### src/rtl/rmii_cfg_pkg.sv
package rmii_cfg_pkg;
  localparam int ADDR_W = 8;
  localparam int DATA_W = 16;

  localparam logic [7:0] CTRL_STATUS_OFF = 8'h17;
  localparam logic [7:0] IRQ_STATUS_OFF  = 8'h20;
  localparam logic [7:0] IRQ_MASK_OFF    = 8'h21;

  localparam int TX_SHIFT_BIT  = 8;
  localparam int REF_SEL_BIT   = 7;
  localparam int FIFO_NORM_BIT = 6;
  localparam int RMII_MODE_BIT = 5;
  localparam int REV_SEL_BIT   = 4;
  localparam int OVF_BIT       = 3;
  localparam int UNF_BIT       = 2;
  localparam int EBUF_LSB      = 0;
  localparam int EBUF_MSB      = 1;

  localparam int IRQ_OVF_BIT = 0;
  localparam int IRQ_UNF_BIT = 1;

  localparam logic       TX_SHIFT_RST  = 1'b0;
  localparam logic       FIFO_NORM_RST = 1'b1;
  localparam logic       RMII_MODE_RST = 1'b0;
  localparam logic       REV_SEL_RST   = 1'b0;
  localparam logic [1:0] EBUF_RST      = 2'h1;
  localparam logic [1:0] IRQ_MASK_RST  = 2'h0;

  localparam int TOL_BITS_00 = 14;
  localparam int TOL_BITS_01 = 2;
  localparam int TOL_BITS_10 = 6;
  localparam int TOL_BITS_11 = 10;

  localparam int SYS_PERIOD_NS  = 40;
  localparam int LINK_PERIOD_NS = 320;
  localparam int DIBIT_DIV      = LINK_PERIOD_NS / SYS_PERIOD_NS;
  localparam int STRAP_SETTLE   = 3;

  typedef enum logic [1:0] {EB_IDLE, EB_FILL, EB_RUN, EB_TAIL} eb_state_e;
endpackage

### src/rtl/link_sampler.sv
`timescale 1ns/1ps
module link_sampler #(
  parameter int W = 6
) (
  input  wire logic         clk,
  input  wire logic         rst_n,
  input  wire logic [W-1:0] din,
  output logic      [W-1:0] dout,
  output logic              rise0
);
  typedef struct packed {
    logic [W-1:0] s1;
    logic [W-1:0] s2;
    logic         prev;
    logic         rise;
  } smp_s;

  smp_s smp_q;
  smp_s smp_d;

  // two stages, edge found on the second stage only
  always_comb begin
    smp_d      = smp_q;
    smp_d.s1   = din;
    smp_d.s2   = smp_q.s1;
    smp_d.prev = smp_q.s2[0];
    smp_d.rise = smp_q.s2[0] & ~smp_q.prev;
  end

  always_ff @(posedge clk) begin
    if (!rst_n) begin
      smp_q <= '0;
    end else begin
      smp_q <= smp_d;
    end
  end

  assign dout  = smp_q.s2;
  assign rise0 = smp_q.rise;
endmodule // link_sampler

### src/rtl/rmii_config_status_bank.sv
// Contract
// - bit 8 set shifts transmit clock
// - clock select loads from strap; 1=50MHz
// - bypass bit zero routes data around buffer
// - bypassed: drive recovered clock on rx clock
// - bit 5: one RMII, zero MII
// - revision 1.0: carrier valid held till end
// - revision 1.2: carrier valid toggles at end
// - overflow flag bit 3, cleared by read
// - underflow flag bit 2, cleared by read
// - size field maps tolerance 14/2/6/10 bits
// - buffer absorbs rate difference of link
// - RGMII enable overrides RMII mode bit
//
// Local design decision: strobed register access.
`timescale 1ns/1ps
module rmii_config_status_bank
  import rmii_cfg_pkg::*;
#(
  parameter int EB_DEPTH = 16,
  parameter int RD_DIV   = DIBIT_DIV
) (
  input  wire logic              SYS_CLK,
  input  wire logic              RST_N,
  input  wire logic [ADDR_W-1:0] ADDR,
  input  wire logic [DATA_W-1:0] WDATA,
  input  wire logic              WR_EN,
  input  wire logic              RD_EN,
  output logic      [DATA_W-1:0] RDATA,
  output logic                   IRQ,
  input  wire logic              RX_LINK_CLK,
  input  wire logic              RX_DV_IN,
  input  wire logic [1:0]        RXD_IN,
  input  wire logic              REF_CLOCK_FREQ_STRAP,
  input  wire logic              RGMII_EN,
  output logic                   CRS_DV,
  output logic      [1:0]        RXD,
  output logic                   RX_CLK_OUT,
  output logic                   TX_CLK_SHIFT_EN,
  output logic                   REF_CLK_50M_SEL,
  output logic                   RMII_MODE_ACT,
  output logic                   RX_FIFO_BYPASSED
);
  localparam int FW = $clog2(EB_DEPTH) + 1;

  typedef struct packed {
    eb_state_e   state;
    logic        tx_shift;
    logic        ref_sel;
    logic        fifo_norm;
    logic        rmii_mode;
    logic        rev10;
    logic        ovf;
    logic        unf;
    logic [1:0]  ebuf_size;
    logic [1:0]  irq_stat;
    logic [1:0]  irq_mask;
    logic [15:0] rdata;
    logic        irq;
    logic [1:0]  strap_cnt;
    logic [7:0]  div_cnt;
    logic        tog;
    logic        crs_dv;
    logic [1:0]  rxd;
    logic        rx_clk_out;
    logic        tx_shift_o;
    logic        ref_sel_o;
    logic        rmii_act_o;
    logic        bypass_o;
  } bank_s;

  bank_s bank_q;
  bank_s bank_d;

  logic [5:0]    smp;
  logic          link_rise;
  logic          eb_clr;
  logic          eb_wr;
  logic          eb_rd;
  logic [1:0]    eb_rdata;
  logic [FW-1:0] eb_fill;

  // tolerance in dibits for a size code
  function automatic logic [FW-1:0] tol_dibits(input logic [1:0] sz);
    logic [FW-1:0] t;
    t = '0;
    case (sz)
      2'h0:    t = FW'(TOL_BITS_00 / 2);
      2'h1:    t = FW'(TOL_BITS_01 / 2);
      2'h2:    t = FW'(TOL_BITS_10 / 2);
      default: t = FW'(TOL_BITS_11 / 2);
    endcase
    return t;
  endfunction

  // which register an address selects, one hot
  function automatic logic [2:0] reg_hit(input logic [ADDR_W-1:0] a);
    logic [2:0] h;
    h = 3'h0;
    if (a == CTRL_STATUS_OFF) begin
      h = 3'h1;
    end else if (a == IRQ_STATUS_OFF) begin
      h = 3'h2;
    end else if (a == IRQ_MASK_OFF) begin
      h = 3'h4;
    end
    return h;
  endfunction

  link_sampler #(
    .W (6)
  ) u_sampler (
    .clk   (SYS_CLK),
    .rst_n (RST_N),
    .din   ({RGMII_EN, REF_CLOCK_FREQ_STRAP, RXD_IN, RX_DV_IN, RX_LINK_CLK}),
    .dout  (smp),
    .rise0 (link_rise)
  );

  rx_elastic_buffer #(
    .DEPTH (EB_DEPTH),
    .W     (2)
  ) u_ebuf (
    .clk   (SYS_CLK),
    .rst_n (RST_N),
    .clr   (eb_clr),
    .wr    (eb_wr),
    .wdata (smp[3:2]),
    .rd    (eb_rd),
    .rdata (eb_rdata),
    .fill  (eb_fill)
  );

  always_comb begin
    logic          lclk_s;
    logic          dv_s;
    logic [1:0]    rxd_s;
    logic          strap_s;
    logic          rgmii_s;
    logic          rmii_act;
    logic          bypass;
    logic          tick;
    logic          ovf_ev;
    logic          unf_ev;
    logic [FW-1:0] tol;
    logic [FW-1:0] lim;
    logic [15:0]   rv;
    logic [2:0]    hit;
    lclk_s   = smp[0];
    dv_s     = smp[1];
    rxd_s    = smp[3:2];
    strap_s  = smp[4];
    rgmii_s  = smp[5];
    hit      = reg_hit(ADDR);
    rmii_act = ~rgmii_s & bank_q.rmii_mode;
    bypass   = rmii_act & ~bank_q.fifo_norm;
    tick     = (bank_q.div_cnt == 8'(RD_DIV - 1));
    ovf_ev   = 1'b0;
    unf_ev   = 1'b0;
    tol      = tol_dibits(bank_q.ebuf_size);
    lim      = {tol[FW-2:0], 1'b0};
    eb_clr   = 1'b0;
    eb_wr    = 1'b0;
    eb_rd    = 1'b0;
    bank_d   = bank_q;

    rv                     = '0;
    rv[TX_SHIFT_BIT]       = bank_q.tx_shift;
    rv[REF_SEL_BIT]        = bank_q.ref_sel;
    rv[FIFO_NORM_BIT]      = bank_q.fifo_norm;
    rv[RMII_MODE_BIT]      = bank_q.rmii_mode;
    rv[REV_SEL_BIT]        = bank_q.rev10;
    rv[OVF_BIT]            = bank_q.ovf;
    rv[UNF_BIT]            = bank_q.unf;
    rv[EBUF_MSB:EBUF_LSB]  = bank_q.ebuf_size;

    // local dibit rate for the read side
    bank_d.div_cnt = tick ? 8'h00 : bank_q.div_cnt + 8'h01;

    // strap caught after reset release, once synchronised
    if (bank_q.strap_cnt != 2'(STRAP_SETTLE)) begin
      bank_d.strap_cnt = bank_q.strap_cnt + 2'h1;
      bank_d.ref_sel   = strap_s;
    end

    // data path
    if (!rmii_act || bypass) begin
      eb_clr       = 1'b1;
      bank_d.state = EB_IDLE;
      bank_d.tog   = 1'b0;
      if (link_rise) begin
        bank_d.crs_dv = dv_s;
        bank_d.rxd    = rxd_s;
      end
    end else begin
      bank_d.rxd = eb_rdata;
      if (link_rise && dv_s && bank_q.state != EB_IDLE) begin
        eb_wr = 1'b1;
        if (eb_fill >= lim || eb_fill == FW'(EB_DEPTH)) begin
          ovf_ev = 1'b1;
        end
      end
      case (bank_q.state)
        EB_IDLE: begin
          bank_d.crs_dv = 1'b0;
          if (link_rise && dv_s) begin
            eb_wr         = 1'b1;
            bank_d.crs_dv = 1'b1;
            bank_d.state  = EB_FILL;
          end
        end
        EB_FILL: begin
          // hold reads until the tolerance margin is banked
          if (eb_fill >= tol || !dv_s) begin
            bank_d.state = EB_RUN;
          end
        end
        EB_RUN: begin
          if (tick) begin
            if (eb_fill != '0) begin
              eb_rd = 1'b1;
            end else if (dv_s) begin
              unf_ev = 1'b1;
            end
          end
          if (!dv_s) begin
            bank_d.tog   = 1'b0;
            bank_d.state = EB_TAIL;
          end
        end
        default: begin
          if (tick) begin
            if (eb_fill == '0) begin
              bank_d.crs_dv = 1'b0;
              bank_d.state  = EB_IDLE;
            end else begin
              eb_rd         = 1'b1;
              bank_d.tog    = ~bank_q.tog;
              bank_d.crs_dv = bank_q.rev10 | bank_q.tog;
            end
          end
        end
      endcase
    end

    // register access; clears first so that events below win
    bank_d.rdata = '0;
    if (RD_EN) begin
      if (hit[0]) begin
        bank_d.rdata = rv;
        bank_d.ovf   = 1'b0;
        bank_d.unf   = 1'b0;
      end else if (hit[1]) begin
        bank_d.rdata = {14'h0000, bank_q.irq_stat};
      end else if (hit[2]) begin
        bank_d.rdata = {14'h0000, bank_q.irq_mask};
      end
    end
    if (WR_EN) begin
      if (hit[0]) begin
        bank_d.tx_shift  = WDATA[TX_SHIFT_BIT];
        bank_d.ref_sel   = WDATA[REF_SEL_BIT];
        bank_d.fifo_norm = WDATA[FIFO_NORM_BIT];
        bank_d.rmii_mode = WDATA[RMII_MODE_BIT];
        bank_d.rev10     = WDATA[REV_SEL_BIT];
        bank_d.ebuf_size = WDATA[EBUF_MSB:EBUF_LSB];
      end else if (hit[1]) begin
        bank_d.irq_stat = bank_q.irq_stat & ~WDATA[1:0];
      end else if (hit[2]) begin
        bank_d.irq_mask = WDATA[1:0];
      end
    end
    if (ovf_ev) begin
      bank_d.ovf                   = 1'b1;
      bank_d.irq_stat[IRQ_OVF_BIT] = 1'b1;
    end
    if (unf_ev) begin
      bank_d.unf                   = 1'b1;
      bank_d.irq_stat[IRQ_UNF_BIT] = 1'b1;
    end
    bank_d.irq = |(bank_d.irq_stat & bank_d.irq_mask);

    bank_d.rx_clk_out = bypass & lclk_s;
    bank_d.tx_shift_o = bank_d.tx_shift;
    bank_d.ref_sel_o  = bank_d.ref_sel;
    bank_d.rmii_act_o = rmii_act;
    bank_d.bypass_o   = bypass;
  end

  always_ff @(posedge SYS_CLK) begin
    if (!RST_N) begin
      bank_q           <= '0;
      bank_q.state     <= EB_IDLE;
      bank_q.tx_shift  <= TX_SHIFT_RST;
      bank_q.fifo_norm <= FIFO_NORM_RST;
      bank_q.rmii_mode <= RMII_MODE_RST;
      bank_q.rev10     <= REV_SEL_RST;
      bank_q.ebuf_size <= EBUF_RST;
      bank_q.irq_mask  <= IRQ_MASK_RST;
    end else begin
      bank_q <= bank_d;
    end
  end

  assign RDATA            = bank_q.rdata;
  assign IRQ              = bank_q.irq;
  assign CRS_DV           = bank_q.crs_dv;
  assign RXD              = bank_q.rxd;
  assign RX_CLK_OUT       = bank_q.rx_clk_out;
  assign TX_CLK_SHIFT_EN  = bank_q.tx_shift_o;
  assign REF_CLK_50M_SEL  = bank_q.ref_sel_o;
  assign RMII_MODE_ACT    = bank_q.rmii_act_o;
  assign RX_FIFO_BYPASSED = bank_q.bypass_o;
endmodule // rmii_config_status_bank

### src/rtl/rx_elastic_buffer.sv
`timescale 1ns/1ps
module rx_elastic_buffer #(
  parameter int DEPTH = 16,
  parameter int W     = 2,
  localparam int AW   = $clog2(DEPTH)
) (
  input  wire logic         clk,
  input  wire logic         rst_n,
  input  wire logic         clr,
  input  wire logic         wr,
  input  wire logic [W-1:0] wdata,
  input  wire logic         rd,
  output logic      [W-1:0] rdata,
  output logic      [AW:0]  fill
);
  typedef struct packed {
    logic [DEPTH-1:0][W-1:0] mem;
    logic [AW-1:0]           wp;
    logic [AW-1:0]           rp;
    logic [AW:0]             cnt;
    logic [W-1:0]            rdata;
  } eb_s;

  eb_s eb_q;
  eb_s eb_d;

  always_comb begin
    logic do_wr;
    logic do_rd;
    do_wr = wr & (eb_q.cnt != (AW+1)'(DEPTH));
    do_rd = rd & (eb_q.cnt != '0);
    eb_d  = eb_q;
    if (clr) begin
      eb_d.wp  = '0;
      eb_d.rp  = '0;
      eb_d.cnt = '0;
    end else begin
      if (do_wr) begin
        eb_d.mem[eb_q.wp] = wdata;
        eb_d.wp           = eb_q.wp + 1'b1;
      end
      if (do_rd) begin
        eb_d.rdata = eb_q.mem[eb_q.rp];
        eb_d.rp    = eb_q.rp + 1'b1;
      end
      case ({do_wr, do_rd})
        2'b10:   eb_d.cnt = eb_q.cnt + 1'b1;
        2'b01:   eb_d.cnt = eb_q.cnt - 1'b1;
        default: eb_d.cnt = eb_q.cnt;
      endcase
    end
  end

  always_ff @(posedge clk) begin
    if (!rst_n) begin
      eb_q <= '0;
    end else begin
      eb_q <= eb_d;
    end
  end

  assign rdata = eb_q.rdata;
  assign fill  = eb_q.cnt;
endmodule // rx_elastic_buffer

### config.mk
export PLATFORM = sky130hd
export DESIGN_NAME = rmii_config_status_bank
export DESIGN_NICKNAME = d
export VERILOG_FILES = /design/src/rtl/rmii_cfg_pkg.sv /design/src/rtl/link_sampler.sv /design/src/rtl/rmii_config_status_bank.sv /design/src/rtl/rx_elastic_buffer.sv
export SDC_FILE = /design/constraint.sdc
export NUM_CORES = 1
export LEC_CHECK = 0
export CAP_MARGIN = 15
export CORE_ASPECT_RATIO = 1.5
export CORE_MARGIN = 3
export CORE_UTILIZATION = 63
export CTS_CLUSTER_SIZE = 10
export DETAILED_ROUTE_END_ITERATION = 12
export DONT_BUFFER_PORTS = 1
export PLACE_DENSITY = 0.79
export SYNTH_ARGS = -nofsm -noshare
export SYNTH_HDL_FRONTEND = slang
export SYNTH_SLANG_ARGS = --single-unit
### constraint.sdc
create_clock -name SYS_CLK -period 3.7 [get_ports SYS_CLK]
set_input_delay 0.74 -clock SYS_CLK [delete_from_list [all_inputs] [get_ports SYS_CLK]]
set_output_delay 0.74 -clock SYS_CLK [all_outputs]
set_load 0.005 [all_outputs]
# Word-level counts from Yosys, hierarchy flattened

Cells that the tools add are included.

Register bits after elaboration: 110
Bits in latches: 0
Bits in writable memories: 0
Memory bits (read-only): 0
Bits of input ports: 34
Memories kept: 0

$add $sub $neg: 6
$mul: 0
Divide/modulo/power cells: 0
Order comparisons: 5
Eq/ne operators: 19
Shift operators: 0
Multiplexer cells: 61
Bitwise operators: 18
Reductions and logical operators: 38

Operator list:

| kind                  | count |
|---|---|
| $bwmux W32            | 1 |
| $mux W2               | 15 |
| $mux W1               | 27 |
| $eq A8 B6 Y1 const B  | 2 |
| $mux W3               | 5 |
| $reduce_bool A2 Y1    | 7 |
| $reduce_and A2 Y1     | 6 |
| $reduce_or A2 Y1      | 6 |
| $ge A5 B5 Y1          | 2 |
| $lt A4 B5 Y1 const B  | 2 |
| $mux W5               | 2 |
| $pmux W5 S2           | 1 |
| $mux W9               | 1 |
| $pmux W3 S3           | 1 |
| $add A4 B1 Y4 const B | 2 |
| $add A8 B1 Y8 const B | 1 |
| $bmux W2 S4           | 1 |
| $demux W2 S4          | 1 |
| $eq A8 B3 Y1 const B  | 1 |
| $eq A8 B5 Y1 const B  | 1 |
| $mux W4               | 2 |
| $ne A2 B2 Y1 const B  | 4 |
| $not A1 Y1            | 8 |
| $reduce_bool A4 Y1    | 2 |
| 26 further kinds      | 46 |

# Depth between registers and ports, before layout

Word-level depth: 11
Mapped depth: 13
Mapped depth without buffers: 12

# Modules after synthesis

A second synthesis with hierarchy kept.

Cells, all modules: 567
Area, all modules: 5396.4 um2

Modules (own cells, without submodules):

| module                  | instances | cells each | area an instance (um2) | sequential area each (um2) |
|---|---|---|---|---|
| rx_elastic_buffer       | 1         | 303        | 2892.8                 | 940.9 |
| rmii_config_status_bank | 1         | 229        | 2064.5                 | 840.8 |
| link_sampler            | 1         | 35         | 439.2                  | 280.3 |

# Worst setup path after synthesis

Ideal clock, no wire load.

Kind: register to register
From: reg bank_q[49] in the netlist's numbering
To: reg u_ebuf.eb_q (netlist bit u_ebuf.fill[2])
Data arrival time: 2.870 ns
Data required time: 3.629 ns
Slack: 0.760 ns
Stages on the path, launching flop included: 14
Path through: dfxtp_1 inv_1 ha_1 or2_2 a21o_1 nor2_1 ha_1 clkbuf_1 xor2_1 ha_1 a21oi_1 xor2_1 or3_1 a21oi_1

Cells in the longest elaborated chain, start to end: 9
Elaborated cells on any way between the ends: 18

Ends and longest elaborated chain:

| item                                              | RTL line                       | RTL |
|---|---|---|
| start: declaration                                | rmii_config_status_bank.sv:72  | `bank_s bank_q;` |
| start signal: assignment                          | rmii_config_status_bank.sv:301 | `bank_q <= bank_d;` |
| $reduce_bool A2 Y1                                | rmii_config_status_bank.sv:197 | `if (link_rise && dv_s && bank_q.state != EB_IDLE) begin` |
| $logic_and A1 B1 Y1                               | rmii_config_status_bank.sv:197 |  |
| $mux W1                                           | rmii_config_status_bank.sv:197 |  |
| $mux W1                                           | rmii_config_status_bank.sv:206 | `if (link_rise && dv_s) begin` |
| $mux W1                                           | rmii_config_status_bank.sv:203 | `case (bank_q.state)` |
| $mux W1                                           | rmii_config_status_bank.sv:187 | `if (!rmii_act \|\| bypass) begin` |
| $and A1 B1 Y1                                     | rx_elastic_buffer.sv:30        | `do_wr = wr & (eb_q.cnt != (AW+1)'(DEPTH));` |
| $eq A2 B1 Y1 or $eq A2 B2 Y1 (tied branches)      | rx_elastic_buffer.sv:46        | `case ({do_wr, do_rd})` |
| $pmux W5 S2 or $reduce_bool A2 Y1 (tied branches) | --                             |  |
| end signal: assignment                            | rx_elastic_buffer.sv:56        | `eb_q <= '0;` |
| end signal: assignment                            | rx_elastic_buffer.sv:58        | `eb_q <= eb_d;` |
| end: declaration                                  | rx_elastic_buffer.sv:24        | `eb_s eb_q;` |

Several ways; a longest one is shown, not always the timed one.
A chain may end at the register's enable or synchronous reset.

# Worst setup path after layout

From: reg bank_q[45] in the netlist's numbering
To: reg u_ebuf.eb_q (netlist bit u_ebuf.fill[2])

Cells in the longest elaborated chain, start to end: 7
Elaborated cells on any way between the ends: 14

Ends and longest elaborated chain:

| item                                              | RTL line                                                       | RTL |
|---|---|---|
| $and A1 B1 Y1 (*)                                 | rmii_config_status_bank.sv:155                                 | `rmii_act = ~rgmii_s & bank_q.rmii_mode;` |
| $and A1 B1 Y1 or $logic_not A1 Y1 (tied branches) | rmii_config_status_bank.sv:156, rmii_config_status_bank.sv:187 |  |
| $logic_or A1 B1 Y1 (*)                            | rmii_config_status_bank.sv:187                                 |  |
| $mux W1                                           | rmii_config_status_bank.sv:187                                 |  |
| $and A1 B1 Y1, on equally long branches           | rx_elastic_buffer.sv:31, rx_elastic_buffer.sv:30               |  |
| $eq A2 B1 Y1 or $eq A2 B2 Y1 (tied branches)      | rx_elastic_buffer.sv:46                                        |  |
| $pmux W5 S2 or $reduce_bool A2 Y1 (tied branches) | --                                                             |  |

Mark *: on every way between the ends. The rest lies on a longest branch, timed or not.

==> impl_metrics.py <==
metrics = {
    "outcome": {
        "status": "finished clean",
    },
    "finish": {
        "final_net_count": 559,
        "area_growth_pct": 2.56,
        "layout-drive-gt1-share": 0.0608,
        "diodes": 0,
        "most-common-layout-cells": "dfxtp_1, mux2i_1, nand2_1, nor2_1, nand3_1",
        "final_common_cell": "dfxtp_1",
        "fill_cells": 595,
        "stdcell_area_um2": 5010,
        "final_cells": 610,
        "fin_util": 0.680,
    },
    "critical_path": {
        "worstPathArrival_ns": 3.39,
        "critPathMaxStageDelay_ns": 0.53,
        "reg2reg_slack_ns": 0.60,
        "path_cells": "nand3b_1 -> or3_1 -> nor2_1 -> ha_1 -> xor2_1 -> ha_1 -> a21oi_1 -> xor2_1 -> or3_1 -> a21oi_1",
        "critPathKind": "flip-flop to flip-flop",
        "startpoint_type": "flip-flop",
        "slowest_stage": "or3_1",
        "end_kind": "flip-flop",
        "critical_path.max_fanout": 11,
        "cp_data_required_time_ns": 4.00,
    },
    "power_and_ir_drop": {
        "cellLeakagePower_nw": 2.04,
        "finalPower_mw": 1.92,
        "power_density_nw_per_um2": 383,
        "peakVddDrop_mv": 0.287,
    },
    "logic_synthesis": {
        "synth_ff_type": "dfxtp_1",
        "ys_async_sr_fraction": 0,
        "synth_edf_count": 0,
        "synthCells": 534,
        "yosysWarnings": 0,
        "synthesis.area_um2": 4890,
        "yosysUniqueCellTypes": 57,
        "avgSynthCellArea_um2": 9.16,
        "synth_seq_cells": 103,
        "ys_seq_area_frac": 0.422,
    },
    "detailed_routing": {
        "drc": 0,
        "vias": 3580,
        "dr.first_iter.drc_count": 170,
        "routed_wl_um": 9720,
        "avgRoutedWirePerCell_um": 15.9,
        "drtPass1Iterations": 4,
        "avgViaCountPerCell": 5.87,
        "ant_nets": 0,
    },
    "floorplanning": {
        "coreArea_um2": 7370,
        "chipHeight_um": 114,
        "die_x_um": 77.9,
        "die_area_um2": 8880,
        "io_pins": 59,
        "core.rowCount": 38,
        "start_util": 0.663,
    },
    "placement": {
        "dp_slack_ns": 0.661,
        "io_buffer_count": 0,
        "gp_congestion": 0.779,
        "dpl.hpwl_um": 7000,
        "dp.cells": 594,
        "dpl_cell_area_um2": 4800,
    },
    "grt": {
        "grt_pass1_vias": 3564,
        "antenna_found_initial": 0,
        "grt_first_pass_wirelength_um": 16100,
        "grt_overflow": 0,
        "grt_max_degree": 64,
        "grt_usage": 0.227,
    },
    "cts": {
        "cts_tree": "done",
        "cts_root_buffer": "clkbuf_8",
        "clk_pin_slew_ns": 0.11,
        "cts.sink_count": 103,
        "cts_buffer_depth": 2,
        "cts_resized": 0,
        "cts_hold_buf": 0,
        "cts_buffers": 9,
        "htreeDepth": 3,
        "cts_setup_buffers": 0,
        "clk_latency_ns": 0.39,
    },
    "timing": {
        "tightestPinTransition_ns": 0.719,
        "hold_viol_final": 0,
        "layout_setup_ws_ns": 0.603,
        "timing.final.crit_share": 0.837,
        "fin_tns_setup_ns": 0,
        "finalClockSkew_ns": 0.0152,
        "slew_violations": 0,
        "fmax_mhz": 323,
        "fin_crit_ns": 3.10,
        "rsz0062_at_grt": "no",
        "hold_slack_ns": 0.409,
        "slew_headroom": 0.517,
        "finalSetupViolations": 0,
    },
    "run": {
        "cap_violations": 0,
    },
    "hold_path": {
        "hp-class": "flip-flop to flip-flop",
    },
}
-- state kept, by name, summed over array words and instances (netlist names), 2 cells and up --
name,flops
u_sampler.smp_d,6
u_sampler.dout,6
u_ebuf.eb_q,40
RDATA,9
u_ebuf.fill,5
u_ebuf.rdata,2
bank_q,24
RXD,2
-- cell usage after synthesis (all sizes together), types with 16 or more instances --
master  instances  share of area
inv            18          0.014
ha             20          0.051
a21oi          16          0.016
nand3          31          0.032
buf            27          0.037
mux2i          59           0.12
nand2          57          0.044
dfxtp         103           0.42
clkbuf         21          0.016
nor2           33          0.025
and2           24          0.031
-- layer usage --
metal | global-route usage | routed length (um) | up-vias
met5 | 0 | 0 | -
met1 | 0.226 | 3840 | 1695
met4 | 0.133 | 319 | 0
met3 | 0.0363 | 371 | 23
met2 | 0.435 | 5180 | 69
li1 | - | - | 1793
-- logic make-up (layout without fill, tap and decap cells) --
family                   count (synthesis)  after routing  share of synthesized area
buffers and inverters                   66             36                     0.0665
XOR/XNOR                                12             12                     0.0215
adder cells (fa/ha/maj)                 20             20                     0.0512
AO/OA/AOI/OAI                           65             65                     0.0898
other                                    1              7                   0.000767
flip-flops                             103            103                      0.422
AND/OR/NAND/NOR                        206            206                      0.223
multiplexers                            61             61                      0.125
-- critical path, delay by kind of cell, from the launching register on --
family	cells	cell delay (ns)
adders and majority gates	2	0.58
AOI/OAI and AO/OA	2	0.21
and+or+nand+nor	4	1.42
xor gates and xnor gates	2	0.34
DFF	1	0.45
-- cell type report --
| cell class | instances | area [um^2] | area share |
|---|---|---|---|
| timing repair buffer | 2 | 15.0 | 0.00299 |
| sequential | 103 | 2060 | 0.411 |
| multi-input combinational | 371 | 2530 | 0.504 |
| clock buffer | 9 | 124 | 0.0247 |
| clock inverter | 7 | 91.3 | 0.0182 |
| inverter | 18 | 67.6 | 0.0135 |
| tap | 100 | 125 | 0.0250 |
-- where the power goes --
group / switching (mW) / internal, mW
clock network: 0.417 / 0.327
registers: 0.0102 / 1.12
logic: 0.0237 / 0.0198
-- path summary, 6_finish.rpt --
kind / cells past startpoint / startpoint / endpoint
min reg2reg: 1 / u_sampler.smp_q[1]$_SDFF_PN0_ / u_sampler.rise0$_SDFF_PN0_
max reg2reg: 10 / bank_q[45]$_SDFFE_PN0P_ / u_ebuf.fill[2]$_SDFFE_PP0P_
max: 10 / bank_q[45]$_SDFFE_PN0P_ / u_ebuf.fill[2]$_SDFFE_PP0P_
min: 1 / u_sampler.smp_q[1]$_SDFF_PN0_ / u_sampler.rise0$_SDFF_PN0_
Note: power is estimated with default switching activity, not from simulation.
